**config.mk**
```make
export PLATFORM = sky130hd
export DESIGN_NAME = ext_bus_pins
export DESIGN_NICKNAME = d
export VERILOG_FILES = /design/src/include/ext_bus_pkg.sv /design/src/hw/osc_timing.sv /design/src/hw/ext_bus_pins.sv
export SDC_FILE = /design/constraint.sdc
export NUM_CORES = 1
export LEC_CHECK = 0
export BUFFER_PORTS_ARGS = -buffer_cell sky130_fd_sc_hd__buf_2
export CAP_MARGIN = 20
export CORE_AREA = 2 2 165 167
export DETAILED_ROUTE_END_ITERATION = 8
export DIE_AREA = 0 0 167 169
export GPL_TIMING_DRIVEN = 1
export MAX_ROUTING_LAYER = met4
export SETUP_SLACK_MARGIN = 0.5
export SYNTH_ARGS = -nofsm -noshare
export SYNTH_HDL_FRONTEND = slang
export SYNTH_SLANG_ARGS = --single-unit
```
**constraint.sdc**
```tcl
create_clock -name sys_clk -period 2.57 [get_ports sys_clk]
set_input_delay 0.514 -clock sys_clk [delete_from_list [all_inputs] [get_ports sys_clk]]
set_output_delay 0.514 -clock sys_clk [all_outputs]
set_load 0.05 [all_outputs]
```
**src/include/ext_bus_pkg.sv**
```systemverilog
`default_nettype none
package ext_bus_pkg;
    // port indices in the pin arrays
    localparam int NUM_PORTS = 7;
    localparam int NUM_OUT_PORTS = 6;
    localparam int IDX_LOW = 0;
    localparam int IDX_CC = 1;
    localparam int IDX_HIGH = 2;
    localparam int IDX_SER = 3;
    localparam int IDX_GP4 = 4;
    localparam int IDX_GP5 = 5;
    localparam int IDX_ANA = 6;
    // serial/strobe port bit positions
    localparam int BIT_RX = 0;
    localparam int BIT_TX = 1;
    localparam int BIT_IRQ0 = 2;
    localparam int BIT_IRQ1 = 3;
    localparam int BIT_CNT0 = 4;
    localparam int BIT_CNT1 = 5;
    localparam int BIT_WRS = 6;
    localparam int BIT_RDS = 7;
    // capture/compare port bit positions
    localparam int NUM_CC = 4;
    localparam int BIT_IRQ2 = 4;
    localparam int BIT_RELOAD = 5;
    localparam int BIT_SYSTEM_CLOCK_OUTPUT = 6;
    localparam int BIT_CNT2 = 7;
    // machine cycle: six states of two oscillator periods
    localparam logic [2:0] LAST_STATE = 3'h5;
    localparam logic [2:0] HALF_LAST_STATE = 3'h2;
    localparam logic [2:0] HALF_STATE = 3'h3;
    // oscillator position within a six-period half
    localparam logic [2:0] ALE_LAST_POS = 3'h1;
    localparam logic [2:0] ADDR_LAST_POS = 3'h2;
    localparam logic [2:0] STROBE_FIRST_POS = 3'h3;
    localparam logic [2:0] LAST_POS = 3'h5;
    localparam logic [2:0] CAPTURE_POS = 3'h1;
    // reset pin qualification
    localparam int OSC_PER_MC = 12;
    localparam int RESET_MC = 2;
    localparam int RESET_OSC = RESET_MC * OSC_PER_MC;
    localparam logic [4:0] RESET_LAST = 5'(RESET_OSC - 1);
    // internal program memory size
    localparam logic [16:0] INT_ROM_BYTES = 17'h02000;
    // sync control bit positions
    localparam int CTL_SAVE = 0;
    localparam int CTL_EXTSEL = 1;
    localparam logic [7:0] ALL_ON = 8'hFF;
    localparam logic [7:0] ALL_OFF = 8'h00;
    localparam logic [1:0] CTL_RESET = 2'h1;

    // one port's pin drive: value, strong enable, weak pullup
    typedef struct packed {
        logic [7:0] o;
        logic [7:0] oe;
        logic [7:0] pu;
    } pin_drive_s;

    // external data memory request from the core
    typedef struct packed {
        logic req;
        logic wr;
        logic ptr16;
        logic [15:0] addr;
        logic [7:0] wdata;
    } xdata_req_s;

    // secondary inputs, idle high when gated off
    typedef struct packed {
        logic serial_rx;
        logic ext_interrupt_zero;
        logic ext_interrupt_one;
        logic ext_interrupt_two;
        logic counter_zero_input;
        logic counter_one_input;
        logic counter_two_input;
        logic timer_two_reload_trigger;
        logic [3:0] capcomp_in;
    } sec_in_s;

    // power state, gray along run-idle-down
    typedef enum logic [1:0] {
        PS_RUN = 2'b00,
        PS_IDLE = 2'b01,
        PS_DOWN = 2'b11
    } power_e;
endpackage
`default_nettype wire

```
**src/hw/osc_timing.sv**
```systemverilog
`default_nettype none
module osc_timing (
    input wire logic sys_clk,
    input wire logic rstn,
    input wire logic freeze,
    input wire logic reset_pin_n,
    output logic clk_phase,
    output logic [2:0] mc_state,
    output logic system_clock_output,
    output logic core_reset
);
    import ext_bus_pkg::*;

    // all timing state
    typedef struct packed {
        logic phase;
        logic [2:0] state;
        logic system_clock_output;
        logic rs1;
        logic rs2;
        logic [4:0] rcnt;
        logic core_reset;
    } timing_s;

    timing_s q, d;

    // divider, state counter, clock output, reset qualifier
    always_comb begin
        d = q;
        d.rs1 = reset_pin_n;
        d.rs2 = q.rs1;
        if (!freeze) begin
            d.phase = ~q.phase;
            if (q.phase) begin
                d.state = (q.state == LAST_STATE) ? 3'h0 : q.state + 3'h1;
                // toggle twice per machine cycle
                if (q.state == LAST_STATE || q.state == HALF_LAST_STATE) begin
                    d.system_clock_output = ~q.system_clock_output;
                end
            end
        end
        // pin must stay low for two machine cycles
        if (q.rs2) begin
            d.rcnt = 5'h00;
            d.core_reset = 1'b0;
        end else if (q.rcnt == RESET_LAST) begin
            d.core_reset = 1'b1;
        end else begin
            d.rcnt = q.rcnt + 5'h01;
        end
    end

    // state register
    always_ff @(posedge sys_clk or negedge rstn) begin
        if (!rstn) begin
            q <= '{phase: 1'b0, state: 3'h0, system_clock_output: 1'b0, rs1: 1'b1,
                   rs2: 1'b1, rcnt: 5'h00, core_reset: 1'b1};
        end else begin
            q <= d;
        end
    end

    assign clk_phase = q.phase;
    assign mc_state = q.state;
    assign system_clock_output = q.system_clock_output;
    assign core_reset = q.core_reset;
endmodule
`default_nettype wire

```
**src/hw/ext_bus_pins.sv**
```systemverilog
`default_nettype none
module ext_bus_pins #(
    parameter logic [16:0] INT_ROM_SIZE = ext_bus_pkg::INT_ROM_BYTES
) (
    input wire logic sys_clk,
    input wire logic rstn,
    input wire logic reset_pin_n,
    input wire logic power_save_enable_n,
    input wire logic external_access_select,
    input wire logic [ext_bus_pkg::NUM_PORTS-1:0][7:0] port_pins,
    input wire logic [ext_bus_pkg::NUM_OUT_PORTS-1:0][7:0] port_latch,
    input wire logic idle_req,
    input wire logic pdown_req,
    input wire logic wake,
    input wire logic [15:0] fetch_addr,
    input wire ext_bus_pkg::xdata_req_s xreq,
    input wire logic serial_tx,
    input wire logic system_clock_output_en,
    input wire logic [ext_bus_pkg::NUM_CC-1:0] compare_en,
    input wire logic [ext_bus_pkg::NUM_CC-1:0] compare_val,
    input wire logic verify_mode,
    input wire logic [7:0] verify_code,
    input wire logic [2:0] adc_channel,
    output logic core_reset,
    output ext_bus_pkg::power_e power_state,
    output logic fetch_ack,
    output logic fetch_internal,
    output logic [7:0] fetch_data,
    output logic xreq_ack,
    output logic [7:0] xrdata,
    output logic xrdata_valid,
    output logic addr_latch_strobe,
    output logic program_fetch_strobe_n,
    output ext_bus_pkg::pin_drive_s low_addr_data_port,
    output ext_bus_pkg::pin_drive_s capcomp_port,
    output ext_bus_pkg::pin_drive_s high_addr_port,
    output ext_bus_pkg::pin_drive_s serial_strobe_port,
    output ext_bus_pkg::pin_drive_s general_port_four,
    output ext_bus_pkg::pin_drive_s general_port_five,
    output logic [ext_bus_pkg::NUM_PORTS-1:0][7:0] port_read,
    output ext_bus_pkg::sec_in_s sec_in,
    output logic [7:0] verify_addr_lo,
    output logic [7:0] analog_mux_sel
);
    import ext_bus_pkg::*;

    // all bus and pin state
    typedef struct packed {
        logic [NUM_PORTS-1:0][7:0] sync1; // pin first stage
        logic [NUM_PORTS-1:0][7:0] sync2; // pin second stage
        logic [1:0] ctl1; // control pins first stage
        logic [1:0] ctl2; // control pins second stage
        logic fetch_half; // this half is a code fetch
        logic bus_ext; // this half uses the external bus
        logic xd; // this machine cycle is a data access
        logic xd_wr; // data access writes
        logic xd_p16; // data access uses a 16-bit pointer
        logic [15:0] addr; // address on the bus
        logic [7:0] wdata; // write data
        logic cap_f; // fetch capture pending
        logic cap_e; // pending fetch was external
        logic cap_r; // read capture pending
        logic [7:0] fdata; // fetched byte
        logic fack; // fetch done pulse
        logic [7:0] rdata; // read byte
        logic rvalid; // read done pulse
        logic xack; // data request taken pulse
        power_e pstate; // power mode
    } bus_s;

    bus_s q, d;
    logic clk_phase; // halved oscillator
    logic [2:0] mc_state; // state within machine cycle
    logic system_clock_output; // oscillator over twelve
    logic freeze; // oscillator stopped
    logic [2:0] pos; // oscillator period within half
    logic second_half; // later half of machine cycle
    logic boundary; // last period of a half
    logic xd_half1; // data strobe half
    logic xstrobe; // data strobe window
    logic rd_n; // data read strobe
    logic wr_n; // data write strobe
    logic addr_phase; // address on low port

    // position of an oscillator period inside a half
    function automatic logic [2:0] half_pos(input logic [2:0] st,
                                            input logic ph);
        logic [2:0] s;
        s = (st >= HALF_STATE) ? st - HALF_STATE : st;
        return {s[1:0], ph};
    endfunction

    // quasi-bidirectional drive from a latch byte
    function automatic pin_drive_s quasi(input logic [7:0] v);
        pin_drive_s p;
        p.o = ALL_OFF;
        p.oe = ~v;
        p.pu = v;
        return p;
    endfunction

    // secondary input passes only with its latch at one
    function automatic logic gate_in(input logic lat, input logic pin);
        return lat ? pin : 1'b1;
    endfunction

    // fetch goes outside unless internal memory covers it
    function automatic logic fetch_ext(input logic sel,
                                       input logic [15:0] a);
        return !(sel && ({1'b0, a} < INT_ROM_SIZE));
    endfunction

    osc_timing u_timing (
        .sys_clk(sys_clk),
        .rstn(rstn),
        .freeze(freeze),
        .reset_pin_n(reset_pin_n),
        .clk_phase(clk_phase),
        .mc_state(mc_state),
        .system_clock_output(system_clock_output),
        .core_reset(core_reset)
    );

    // timing decode
    always_comb begin
        freeze = (q.pstate == PS_DOWN);
        pos = half_pos(mc_state, clk_phase);
        second_half = (mc_state >= HALF_STATE);
        boundary = !freeze && (pos == LAST_POS);
        xd_half1 = q.xd && second_half;
        addr_phase = q.bus_ext && !xd_half1 && (pos <= ADDR_LAST_POS);
        xstrobe = q.xd && (second_half || pos >= STROBE_FIRST_POS);
        rd_n = !(xstrobe && !q.xd_wr);
        wr_n = !(xstrobe && q.xd_wr);
    end

    // next state: syncs, captures, power mode, bus plan
    always_comb begin
        d = q;
        d.sync1 = port_pins;
        d.sync2 = q.sync1;
        d.ctl1 = {external_access_select, power_save_enable_n};
        d.ctl2 = q.ctl1;
        d.fack = 1'b0;
        d.rvalid = 1'b0;
        d.xack = 1'b0;
        // late capture covers the two synchroniser stages
        if (pos == CAPTURE_POS || freeze) begin
            if (q.cap_f) begin
                d.fack = 1'b1;
                if (q.cap_e) begin
                    d.fdata = q.sync2[IDX_LOW];
                end
            end
            if (q.cap_r) begin
                d.rdata = q.sync2[IDX_LOW];
                d.rvalid = 1'b1;
            end
            d.cap_f = 1'b0;
            d.cap_r = 1'b0;
        end
        // power saving entered only between machine cycles; wake leaves idle at once
        if (q.pstate == PS_IDLE && wake) begin
            d.pstate = PS_RUN;
        end else if (q.pstate == PS_RUN && boundary && second_half
                     && !q.ctl2[CTL_SAVE]) begin
            if (pdown_req) begin
                d.pstate = PS_DOWN;
            end else if (idle_req) begin
                d.pstate = PS_IDLE;
            end
        end
        if (boundary) begin
            d.cap_f = q.fetch_half;
            d.cap_e = q.bus_ext;
            d.cap_r = xd_half1 && !q.xd_wr;
            if (d.pstate != PS_RUN) begin
                // nothing planned while saving power
                d.fetch_half = 1'b0;
                d.bus_ext = 1'b0;
                d.xd = 1'b0;
            end else if (second_half && xreq.req) begin
                // data access takes a whole machine cycle
                d.xd = 1'b1;
                d.xack = 1'b1;
                d.xd_wr = xreq.wr;
                d.xd_p16 = xreq.ptr16;
                d.addr = xreq.addr;
                d.wdata = xreq.wdata;
                d.fetch_half = 1'b0;
                d.bus_ext = 1'b1;
            end else if (q.xd && !second_half) begin
                // continue into the strobe half
                d.fetch_half = 1'b0;
                d.bus_ext = 1'b1;
            end else begin
                d.xd = 1'b0;
                d.fetch_half = 1'b1;
                d.bus_ext = fetch_ext(q.ctl2[CTL_EXTSEL], fetch_addr);
                d.addr = fetch_addr;
            end
        end
        if (core_reset) begin
            d.pstate = PS_RUN;
            d.fetch_half = 1'b0;
            d.bus_ext = 1'b0;
            d.xd = 1'b0;
            d.cap_f = 1'b0;
            d.cap_r = 1'b0;
        end
    end

    // state register
    always_ff @(posedge sys_clk or negedge rstn) begin
        if (!rstn) begin
            q <= '{sync1: '1, sync2: '1, ctl1: CTL_RESET, ctl2: CTL_RESET,
                   pstate: PS_RUN, default: '0};
        end else begin
            q <= d;
        end
    end

    // bus strobes
    always_comb begin
        addr_latch_strobe = !core_reset && (pos <= ALE_LAST_POS)
                            && (q.fetch_half || (q.xd && !second_half));
        program_fetch_strobe_n = !(q.fetch_half && q.bus_ext
                                   && pos >= STROBE_FIRST_POS);
    end

    // low address/data port
    always_comb begin
        low_addr_data_port.pu = ALL_OFF;
        if (verify_mode) begin
            low_addr_data_port.o = ALL_OFF;
            low_addr_data_port.oe = ~verify_code;
        end else if (addr_phase) begin
            low_addr_data_port.o = q.addr[7:0];
            low_addr_data_port.oe = ALL_ON;
        end else if (!wr_n) begin
            low_addr_data_port.o = q.wdata;
            low_addr_data_port.oe = ALL_ON;
        end else if (q.bus_ext) begin
            // released for code or read data
            low_addr_data_port.o = ALL_OFF;
            low_addr_data_port.oe = ALL_OFF;
        end else begin
            low_addr_data_port.o = ALL_OFF;
            low_addr_data_port.oe = ~port_latch[IDX_LOW];
        end
    end

    // high address port
    always_comb begin
        if (q.bus_ext && (q.fetch_half || q.xd_p16)) begin
            high_addr_port.o = q.addr[15:8];
            high_addr_port.oe = ALL_ON;
            high_addr_port.pu = ALL_OFF;
        end else begin
            high_addr_port = quasi(port_latch[IDX_HIGH]);
        end
    end

    // serial and strobe port
    always_comb begin
        logic [7:0] v;
        v = port_latch[IDX_SER];
        v[BIT_TX] = v[BIT_TX] & serial_tx;
        v[BIT_WRS] = v[BIT_WRS] & wr_n;
        v[BIT_RDS] = v[BIT_RDS] & rd_n;
        serial_strobe_port = quasi(v);
    end

    // capture/compare port
    always_comb begin
        logic [7:0] v;
        v = verify_mode ? ALL_ON : port_latch[IDX_CC];
        if (system_clock_output_en) begin
            v[BIT_SYSTEM_CLOCK_OUTPUT] = v[BIT_SYSTEM_CLOCK_OUTPUT] & system_clock_output;
        end
        capcomp_port = quasi(v);
        for (int i = 0; i < NUM_CC; i++) begin
            if (compare_en[i] && !verify_mode) begin
                capcomp_port.o[i] = compare_val[i];
                capcomp_port.oe[i] = 1'b1;
                capcomp_port.pu[i] = 1'b0;
            end
        end
    end

    // plain quasi ports
    always_comb begin
        general_port_four = quasi(port_latch[IDX_GP4]);
        general_port_five = quasi(port_latch[IDX_GP5]);
    end

    // secondary inputs and reads
    always_comb begin
        logic [7:0] s;
        logic [7:0] c;
        logic [7:0] l3;
        logic [7:0] l1;
        s = q.sync2[IDX_SER];
        c = q.sync2[IDX_CC];
        l3 = port_latch[IDX_SER];
        l1 = port_latch[IDX_CC];
        sec_in.serial_rx = gate_in(l3[BIT_RX], s[BIT_RX]);
        sec_in.ext_interrupt_zero = gate_in(l3[BIT_IRQ0], s[BIT_IRQ0]);
        sec_in.ext_interrupt_one = gate_in(l3[BIT_IRQ1], s[BIT_IRQ1]);
        sec_in.counter_zero_input = gate_in(l3[BIT_CNT0], s[BIT_CNT0]);
        sec_in.counter_one_input = gate_in(l3[BIT_CNT1], s[BIT_CNT1]);
        sec_in.ext_interrupt_two = gate_in(l1[BIT_IRQ2], c[BIT_IRQ2]);
        sec_in.timer_two_reload_trigger = gate_in(l1[BIT_RELOAD],
                                                  c[BIT_RELOAD]);
        sec_in.counter_two_input = gate_in(l1[BIT_CNT2], c[BIT_CNT2]);
        for (int i = 0; i < NUM_CC; i++) begin
            sec_in.capcomp_in[i] = gate_in(l1[i], c[i]);
        end
        port_read = q.sync2;
        verify_addr_lo = c;
        analog_mux_sel = ALL_OFF;
        analog_mux_sel[adc_channel] = 1'b1;
    end

    // registered core-side outputs
    assign power_state = q.pstate;
    assign fetch_ack = q.fack;
    assign fetch_data = q.fdata;
    assign fetch_internal = q.fetch_half && !q.bus_ext;
    assign xreq_ack = q.xack;
    assign xrdata = q.rdata;
    assign xrdata_valid = q.rvalid;
endmodule
`default_nettype wire

```
==> impl_metrics.json, run 1 <==
{
  "outcome": "complete, but fails checks",
  "violations": "setup timing",
  "synth_ff_type": "dfstp_2",
  "antenna_left": 0,
  "hp-class": "input port to flop",
  "synth_edf_count": 0,
  "dieArea_um2": 28220,
  "cts_max_level": 4,
  "finalWirelength_um": 21000,
  "critPathRequiredTime_ps": 2060,
  "clock_sinks": 182,
  "grt_pass1_wl_um": 30660,
  "synthMostInstantiatedCell": "buf_4",
  "layout.nets": 1172,
  "grt_pass1_vias": 5657,
  "ys_seq_elements": 182,
  "overflow": 0,
  "layout_min_cycle_time_ps": 3094,
  "cap_violations": 0,
  "synth_top_area_share": 0.3891,
  "drt_iter0_drc": 139,
  "cts-root-buf": "clkbuf_16",
  "clk_path_buf_depth": 2,
  "port_buffers": 393,
  "peakVddDrop_v": 0.0005105,
  "p_leak_nw": 5.710,
  "final_cells": 1346,
  "syn_inst": 644,
  "clkTransAtPathRegs_ps": 80,
  "r2r_end": "fetch_data[4]",
  "powerDensity_nw_per_um2": 1125,
  "final_util": 0.4279,
  "antenna_found_initial": 2,
  "drive_gt1_frac": 0.7019,
  "grt.total_usage": 0.1448,
  "worst_setup_path_end_kind": "output pin",
  "hpwl_um": 15070,
  "start_util": 0.2982,
  "num_rows": 60,
  "crit_fanout": 8,
  "vias": 5556,
  "cts_buffers": 17,
  "ys_types": 62,
  "fin_skew_ps": 9.178,
  "clk_latency_ps": 430,
  "fmax_mhz": 323.2,
  "syn_to_final_growth_pct": 43.50,
  "rrSetupSlack_ps": 130,
  "critPathCapture": "low_addr_data_port[9]",
  "rsz0062_at_grt": "yes",
  "avgSynthCellArea_um2": 12.27,
  "die_w_um": 167,
  "reg2regPathDepth": 10,
  "dp.cells": 1288,
  "drc": 0,
  "worstPathArrival_ps": 2580,
  "r2r_start": "u_timing.mc_state[1]",
  "yosys.area.top_type": "dfstp_2",
  "ys_top_cells_by_area": "dfstp_2 39%, dfrtp_1 21%, buf_4 13%",
  "yosysSeqAreaShare": 0.5949,
  "relSlewSlack": 0.6609,
  "wire_per_inst_um": 15.60,
  "synth_commonest_cells": "139 x buf_4, 117 x dfstp_2, 65 x dfrtp_1, 50 x inv_1, 37 x nand2_1",
  "tightest_slew_ps": 508.1,
  "fill_cells": 2539,
  "grt_max_degree": 61,
  "layout_setup_ws_ps": -524.0,
  "yosysWarnings": 0,
  "core_area_um2": 26500,
  "drv_slew": 0,
  "worstSetupPathType": "flop to output pin",
  "hold_viol": 0,
  "setup_viol": 22,
  "gp_congestion": 0.8197,
  "critPathLaunch": "u_timing.mc_state[1]",
  "drt_first_pass_iters": 4,
  "min_period_over_period": 1.204,
  "crit_path_start_kind": "flop",
  "vias_per_cell": 4.128,
  "die_h_um": 169,
  "ios": 430,
  "cts_tree": "done",
  "synthArstFlopShare": 1.000,
  "synth_area_um2": 7901
}
==> state kept, by name, summed over array words and instances (netlist names) <==
signal,count
d,58
fetch_ack,1
fetch_data,8
port_read,48
power_state,2
q,34
u_timing.clk_phase,1
u_timing.core_reset,1
u_timing.d,1
u_timing.mc_state,3
u_timing.q,6
u_timing.system_clock_output,1
verify_addr_lo,8
xrdata,8
xrdata_valid,1
xreq_ack,1
==> cell type report <==
cell class | count | area, um2 | share of cell area
Sequential cell | 182 | 4705 | 0.4149
Timing Repair Buffer | 445 | 2900 | 0.2558
Multi-Input combinational cell | 294 | 2500 | 0.2205
Clock buffer | 18 | 439.2 | 0.03873
Tap cell | 341 | 426.7 | 0.03763
Inverter | 50 | 197.7 | 0.01744
Clock inverter | 14 | 165.2 | 0.01457
Antenna cell | 2 | 5.005 | 0.0004414
==> kinds of logic (layout without fill, tap and decap cells) <==
logic type,count (synthesis),in the layout,synth area share
xor+xnor,5,5,0.005542
fa+ha+maj,5,5,0.007918
buf+inv,204,527,0.1707
other cells,1,38,0.0004746
mux,45,45,0.06920
simple gates,133,134,0.09200
flops,182,182,0.5949
compound gates,69,69,0.05922
==> through the flow <==
step           worst slack (ps)  TNS, ps  hold WS [ps]  instance area (um2)  total power [W]
6_report                 -524.0    -9267         173.2                11340          0.01276
5_1_grt                  -608.8   -11260         150.6                11340          0.01339
4_1_cts                  -548.8    -9263         152.2                10980          0.01243
3_5_place_dp             -205.9    -2628         337.0                 9876         0.009019
3_3_place_gp             -149.8    -1935         331.7                 9876         0.008963
2_1_floorplan            -80.60    -1288         218.4                 8351         0.007892
==> cells in the final DEF (no fill, tap or decap), types with 4 or more instances in the layout <==
cell type,synthesis,routed
buf_12,1,8
buf_6,4,24
clkinv_8,0,4
a21oi_1,11,5
mux2_4,17,25
nand2_4,0,4
buf_8,1,20
inv_1,50,39
o21ai_1,14,17
xor2_1,4,4
dfrtp_1,65,62
nand2b_1,15,14
conb_1,1,36
nand2_1,37,33
dfstp_2,117,117
clkbuf_16,0,21
buf_4,139,34
mux2i_1,19,19
o21ai_0,9,4
and2_1,17,9
a21oi_4,0,5
inv_2,0,8
clkinv_4,0,4
a22o_2,0,6
or2_2,4,4
nor2_1,26,24
a2bb2oi_4,0,8
buf_2,2,351
and2_4,1,9
==> worst max-delay path: stages, from the launching register on <==
cell and delay (ps):
dfrtp_2 420, ha_4 170, ha_4 170, or4b_1 470, a21bo_2 260, nand4_4 80, nand3b_4 90, buf_12 160
a2bb2oi_4 170, buf_6 150
==> how the worst min path moves through the flow <==
stage / start / slack [ps] / to / cells past startpoint
after floorplan: rstn / 220 / d[54] / 0
after global placement: d[54] / 330 / q[54] / 0
after detailed placement: d[54] / 340 / q[54] / 0
after CTS: port_pins[30] / 150 / d[87] / 1
after global routing: port_pins[16] / 150 / d[73] / 1
final: port_pins[40] / 170 / d[97] / 1
==> where the power goes <==
group          leakage, nW  internal (W)  switching, W
logic                 3.38       0.00253       0.00380
clock network        0.294       0.00134       0.00128
registers             2.04       0.00346      0.000347
==> per-layer routing <==
layer  global-route usage  up-vias  wire length (um)
li1                     -     2610                 -
met1               0.1530     2671              7787
met2               0.2693      252             11590
met3              0.03063       23              1265
met4              0.04685        0               352
met5                    -        -                 0
==> what timing repair did <==
action	4_1_cts	5_1_grt
buffers inserted	11	6
setup endpoints to repair	90	90
gates cloned	2	4
hold buffers	1	0
pin swaps	11	18
hold endpoints to repair	17	0
gates resized for setup	106	65
No activity file was read; power rests on OpenSTA's default activity.
==> inputs of run 2 (changes only) <==
==> constraint.sdc (replaced) <==
create_clock -name sys_clk -period 2.57 [get_ports sys_clk]
set_input_delay 0.1285 -clock sys_clk [delete_from_list [all_inputs] [get_ports sys_clk]]
set_output_delay 0.1285 -clock sys_clk [all_outputs]
set_load 0.05 [all_outputs]
==> run 2 against run 1 <==
Effect of this change: the flow still finishes with violations (setup timing); clock skew rose by 1.4 ps; worst setup slack improved by 330 ps; non-clock buffer count rose by 81; cell count rose by 5.9%; count of clock-buffer cells in the layout did not move; global-route usage rose by 0.31 points; die area did not move; combinational power fell by 2%; clock power barely moved; critical path depth did not move.
==> impl_metrics.json, run 2 (synthesis gave the netlist of run 1 again) <==
{
  "mostFrequentLayoutCells": "370 x buf_2, 117 x dfstp_2, 91 x dlygate4sd3_1",
  "antenna_left": 0,
  "drive_gt1_frac": 0.6245,
  "cts_tree": "done",
  "hold_viol": 0,
  "overflow": 0,
  "drt_iter0_drc": 196,
  "grt_pass1_vias": 6006,
  "layout.nets": 1253,
  "fin_hold_ws_ps": 2.810,
  "p_sw_frac": 0.4276,
  "ios": 430,
  "wire_per_inst_um": 14.85,
  "intPower_w": 0.007256,
  "clkTransAtPathRegs_ps": 70,
  "grt_pass1_wl_um": 31540,
  "drc": 0,
  "outcome": "complete, but fails checks",
  "vias": 5939,
  "min_period_over_period": 1.077,
  "cts_buffers": 17,
  "violations": "setup timing",
  "largest_reg_flops": 58,
  "gp_congestion": 0.8512,
  "worstSetupPathType": "flop to output pin",
  "drv_slew": 0,
  "crit_path_start_kind": "flop",
  "layout_min_cycle_time_ps": 2769,
  "p_switching_w": 0.005420,
  "cap_violations": 0,
  "worstPathArrival_ps": 2640,
  "dieArea_um2": 28220,
  "vias_per_cell": 4.165,
  "critPathLaunch": "u_timing.mc_state[1]",
  "rrSetupSlack_ps": 300,
  "fmax_mhz": 361.2,
  "clock_sinks": 182,
  "p_leak_nw": 5.986,
  "cts-root-buf": "clkbuf_16",
  "critPathMaxStageDelay_ps": 490,
  "path_common_cell": "ha_4",
  "placed_area_um2": 9619,
  "seq_power_share": 0.304,
  "setup_viol": 16,
  "antenna_found_initial": 1,
  "path_cells": "ha_4 -> ha_4 -> or4b_4 -> a21bo_4 -> nand4_4 -> nand3b_4 -> buf_12 -> a2bb2oi_4 -> buf_6",
  "port_buffers": 393,
  "core_area_um2": 26500,
  "final_cells": 1426,
  "crit_slowest_cell": "or4b_4",
  "die_w_um": 167,
  "p_clk_frac": 0.205,
  "crit_family": "simple AND/OR/NAND/NOR gates",
  "hp-class": "input port to flop",
  "combPwrFrac": 0.491,
  "layout_setup_ws_ps": -198.8,
  "rsz0062_at_grt": "yes",
  "clk_path_buf_depth": 2,
  "critical_path_buf_inv_count": 2,
  "fin_skew_ps": 10.56,
  "tightest_slew_ps": 820.9,
  "cts_max_level": 4,
  "drt_first_pass_iters": 4,
  "final_common_cell": "buf_2",
  "clk_latency_ps": 430,
  "critPathCapture": "low_addr_data_port[11]",
  "start_util": 0.2982,
  "fill_cells": 2388,
  "r2r_start": "u_timing.mc_state[1]",
  "powerDensity_nw_per_um2": 1057,
  "final_util": 0.4525,
  "grt_max_degree": 69,
  "dp.cells": 1272,
  "fin_area_um2": 11990,
  "crit_fanout": 5,
  "worst_setup_path_end_kind": "output pin",
  "grt.total_usage": 0.1479,
  "syn_to_final_growth_pct": 51.75,
  "relSlewSlack": 0.4450,
  "peakVddDrop_v": 0.0006172,
  "path_depth": 9,
  "preCtsSetupSlack_ps": -5.284,
  "die_h_um": 169,
  "finalWirelength_um": 21170,
  "reg2regPathDepth": 12,
  "num_rows": 60,
  "r2r_end": "q[42]",
  "critPathRequiredTime_ps": 2440,
  "hpwl_um": 14810
}
==> run 2: cell types whose count changed in the layout (fill, tap and decap cells not counted), moves of 9 or more <==
cell           before  now
buf_2             351  370
buf_4              34   19
buf_8              20    6
dlygate4sd3_1       1   91
inv_1              39   48
==> run 2: through the flow <==
step / TNS [ps] / total power (W)
after floorplan: 0 / 0.007811
after global placement: 0 / 0.008668
after detailed placement: -5.284 / 0.008730
after CTS: -2229 / 0.01212
after global routing: -3664 / 0.01326
final: -2708 / 0.01268
==> run 2: power by group through the flow <==
| stage | combinational (W) | sequential [W] | clock (W) |
|---|---|---|---|
| final | 0.00623 | 0.00385 | 0.00260 |
| after global routing | 0.00655 | 0.00392 | 0.00279 |
| after CTS | 0.00564 | 0.00381 | 0.00266 |
| after detailed placement | 0.00490 | 0.00383 | 0 |
| after global placement | 0.00484 | 0.00383 | 0 |
| after floorplan | 0.00406 | 0.00375 | 0 |
==> run 2: layout make-up <==
type                            instances  area, um2  area share
Antenna cell                            1      2.502   0.0002087
Sequential cell                       182       4702      0.3922
Clock inverter                         14      157.7     0.01315
Timing Repair Buffer                  526       3555      0.2965
Inverter                               50      193.9     0.01617
Tap cell                              341      426.7     0.03558
Multi-Input combinational cell        294       2524      0.2105
Clock buffer                           18      429.2     0.03579
==> run 2: per-layer routing <==
layer  vias to the layer above  global-route usage  routed length [um]
met4                         0             0.05810                 539
met3                        35             0.02549                1130
met1                      2862              0.1588                7855
li1                       2764                   -                   -
met5                         -                   -                   0
met2                       278              0.2714               11650
==> run 2: what timing repair did <==
item                                    in CTS  in global routing
gates cloned                                 2                  1
buffers inserted                            13                 14
pin swaps                                   17                 34
hold endpoints to repair                   102                  1
gates resized for setup                     82                 50
endpoints found under the setup margin      81                 68
hold buffers                                90                  1
==> run 2: how the worst min path moves through the flow <==
| stage | startpoint | endpoint | slack [ps] | cells past startpoint |
|---|---|---|---|---|
| 2_1_floorplan | rstn | d[54] | -170 | 0 |
| 3_3_place_gp | rstn | fetch_data[1] | 110 | 1 |
| 3_5_place_dp | rstn | xrdata_valid | 120 | 1 |
| 4_1_cts | fetch_addr[9] | q[41] | 4 | 3 |
| 5_1_grt | xreq[22] | q[46] | -6 | 3 |
| 6_report | xreq[21] | q[45] | 3 | 3 |
==> run 2: tightest hold or removal path, stage by stage <==
cell and delay (ps):
buf_2 80, mux2i_1 60, o21ai_1 110
==> inputs of run 3 (changes only) <==
--- a/config.mk
+++ b/config.mk
@@ -7,9 +7,9 @@
 export LEC_CHECK = 0
 export BUFFER_PORTS_ARGS = -buffer_cell sky130_fd_sc_hd__buf_2
 export CAP_MARGIN = 20
-export CORE_AREA = 2 2 165 167
+export CORE_AREA = 2 2 169 171
 export DETAILED_ROUTE_END_ITERATION = 8
-export DIE_AREA = 0 0 167 169
+export DIE_AREA = 0 0 171 173
 export GPL_TIMING_DRIVEN = 1
 export MAX_ROUTING_LAYER = met4
 export SETUP_SLACK_MARGIN = 0.5
==> run 3 against run 2 <==
Effect of this change: the run still ends with setup timing left; sequential share of layout area fell by 0.17 points; non-clock buffer count fell by 1; register-to-register slack got worse by 90 ps.
==> impl_metrics.json, run 3 (synthesis gave the netlist of run 1 again) <==
{
  "grt_max_degree": 76,
  "cts_buffers": 17,
  "min_period_over_period": 1.049,
  "drc": 0,
  "hold_viol": 0,
  "fin_area_um2": 12040,
  "critPathMaxStageDelay_ps": 480,
  "hpwl_um": 15420,
  "die_w_um": 171,
  "gp_congestion": 0.8151,
  "setup_viol": 16,
  "path_depth": 9,
  "ios": 430,
  "critical_path_buf_inv_count": 2,
  "cts-root-buf": "clkbuf_16",
  "clkTransAtPathRegs_ps": 80,
  "tightest_slew_ps": 653.6,
  "r2r_end": "q[31]",
  "worst_setup_path_end_kind": "output pin",
  "clk_latency_ps": 430,
  "cts_max_level": 4,
  "syn_to_final_growth_pct": 52.43,
  "hp-class": "input port to flop",
  "drt_iter0_drc": 275,
  "dieArea_um2": 29580,
  "clk_path_buf_depth": 2,
  "cap_violations": 0,
  "relSlewSlack": 0.5643,
  "final_common_cell": "buf_2",
  "die_h_um": 173,
  "crit_fanout": 8,
  "drv_slew": 0,
  "port_buffers": 393,
  "layout.nets": 1252,
  "overflow": 0,
  "dp.cells": 1307,
  "clock_sinks": 182,
  "finalWirelength_um": 22760,
  "r2r_start": "u_timing.mc_state[0]",
  "fmax_mhz": 371.0,
  "fin_skew_ps": 12.53,
  "layout_min_cycle_time_ps": 2695,
  "largest_reg_flops": 58,
  "fill_cells": 2564,
  "drt_first_pass_iters": 4,
  "start_util": 0.2860,
  "num_rows": 61,
  "layout_setup_ws_ps": -125.2,
  "placed_area_um2": 9625,
  "finalPower_w": 0.01266,
  "critPathCapture": "low_addr_data_port[10]",
  "timing.setup.tns_ps": -1643,
  "peakVddDrop_v": 0.0005274,
  "grt.total_usage": 0.1500,
  "final_util": 0.4359,
  "worstSetupPathType": "flop to output pin",
  "crit_path_start_kind": "flop",
  "path_cells": "ha_4 -> ha_4 -> or4b_4 -> a21bo_4 -> nand4_4 -> nand3b_4 -> buf_12 -> a2bb2oi_4 -> buf_8",
  "wire_per_inst_um": 15.52,
  "outcome": "complete, but fails checks",
  "drive_gt1_frac": 0.6297,
  "p_leak_nw": 5.951,
  "path_common_cell": "ha_4",
  "critPathLaunch": "u_timing.mc_state[1]",
  "mostFrequentLayoutCells": "371 x buf_2, 117 x dfstp_2, 96 x dlygate4sd3_1",
  "vias": 5971,
  "crit_family": "simple AND/OR/NAND/NOR gates",
  "crit_slowest_cell": "or4b_4",
  "rrSetupSlack_ps": 210,
  "grt_pass1_vias": 6055,
  "antenna_found_initial": 5,
  "antenna_left": 0,
  "final_cells": 1466,
  "reg2regPathDepth": 9,
  "rsz0062_at_grt": "yes",
  "vias_per_cell": 4.073,
  "worstPathArrival_ps": 2570,
  "grt_pass1_wl_um": 32960,
  "core_area_um2": 27630,
  "min_from": "xreq[9]",
  "critPathRequiredTime_ps": 2440,
  "powerDensity_nw_per_um2": 1052,
  "cts_tree": "done",
  "violations": "setup timing"
}
-- run 3: cell types whose count changed in the layout (fill, tap and decap cells not counted), sizes merged --
cell,previous run,this run
clkbuf,19,21
dlygate4sd3,91,96
buf,434,426
clkinvlp,2,1
diode,1,5
inv,56,55
bufinv,0,2
-- run 3: final cells by class --
type	instances	area (um2)	area share
sequential	182	4703	0.3905
timing repair buffer	525	3522	0.2924
multi-input combinational	294	2505	0.2080
tap	378	473.0	0.03927
clock buffer	18	429.2	0.03563
clock inverter	14	207.7	0.01724
inverter	50	191.4	0.01589
antenna	5	12.51	0.001039
-- run 3: repair_timing --
item / 4_1_cts / 5_1_grt
setup buffers: 11 / 9
gates cloned: 2 / 4
gates resized for setup: 68 / 60
pin swaps: 14 / 9
hold endpoints to repair: 100 / 1
hold buffers: 95 / 1
endpoints found under the setup margin: 81 / 71
-- run 3: worst min path at each step --
stage                      endpoint  slack (ps)  depth (start not counted)
after global placement    xrdata[0]         200                          1
after floorplan               d[54]        -170                          0
after detailed placement  xrdata[0]         190                          1
final                         q[33]           4                          3
after global routing          q[33]           7                          3
after CTS                     q[33]           7                          3
-- run 3: through the flow --
step / hold slack (ps) / worst slack (ps)
finish: 3.686 / -125.2
global route: 7.027 / -194.2
CTS: 7.271 / -136.6
detailed placement: 194.9 / -70.90
global placement: 197.6 / -12.81
floorplan: -167.1 / 283.6
-- run 3: power by group --
| group | switching [W] | total [W] | internal [W] |
|---|---|---|---|
| combinational | 0.00370 | 0.00602 | 0.00232 |
| clock | 0.00127 | 0.00278 | 0.00151 |
| sequential | 0.000412 | 0.00387 | 0.00346 |
| total | 0.00538 | 0.0127 | 0.00728 |
-- run 3: per-layer routing --
metal,wire length [um],global-route usage
met5,0,-
met4,561,0.05155
met3,1444,0.03319
met2,11730,0.2604
met1,9024,0.1691
-- run 3: worst reg2reg max path, cell delays in order (launching register included) --
cell,delay (ps)
dfrtp_1,390
buf_4,220
inv_1,60
ha_1,340
nand2_2,130
and4b_4,310
nand3_4,100
nor2_4,210
clkbuf_16,180
mux2_2,320
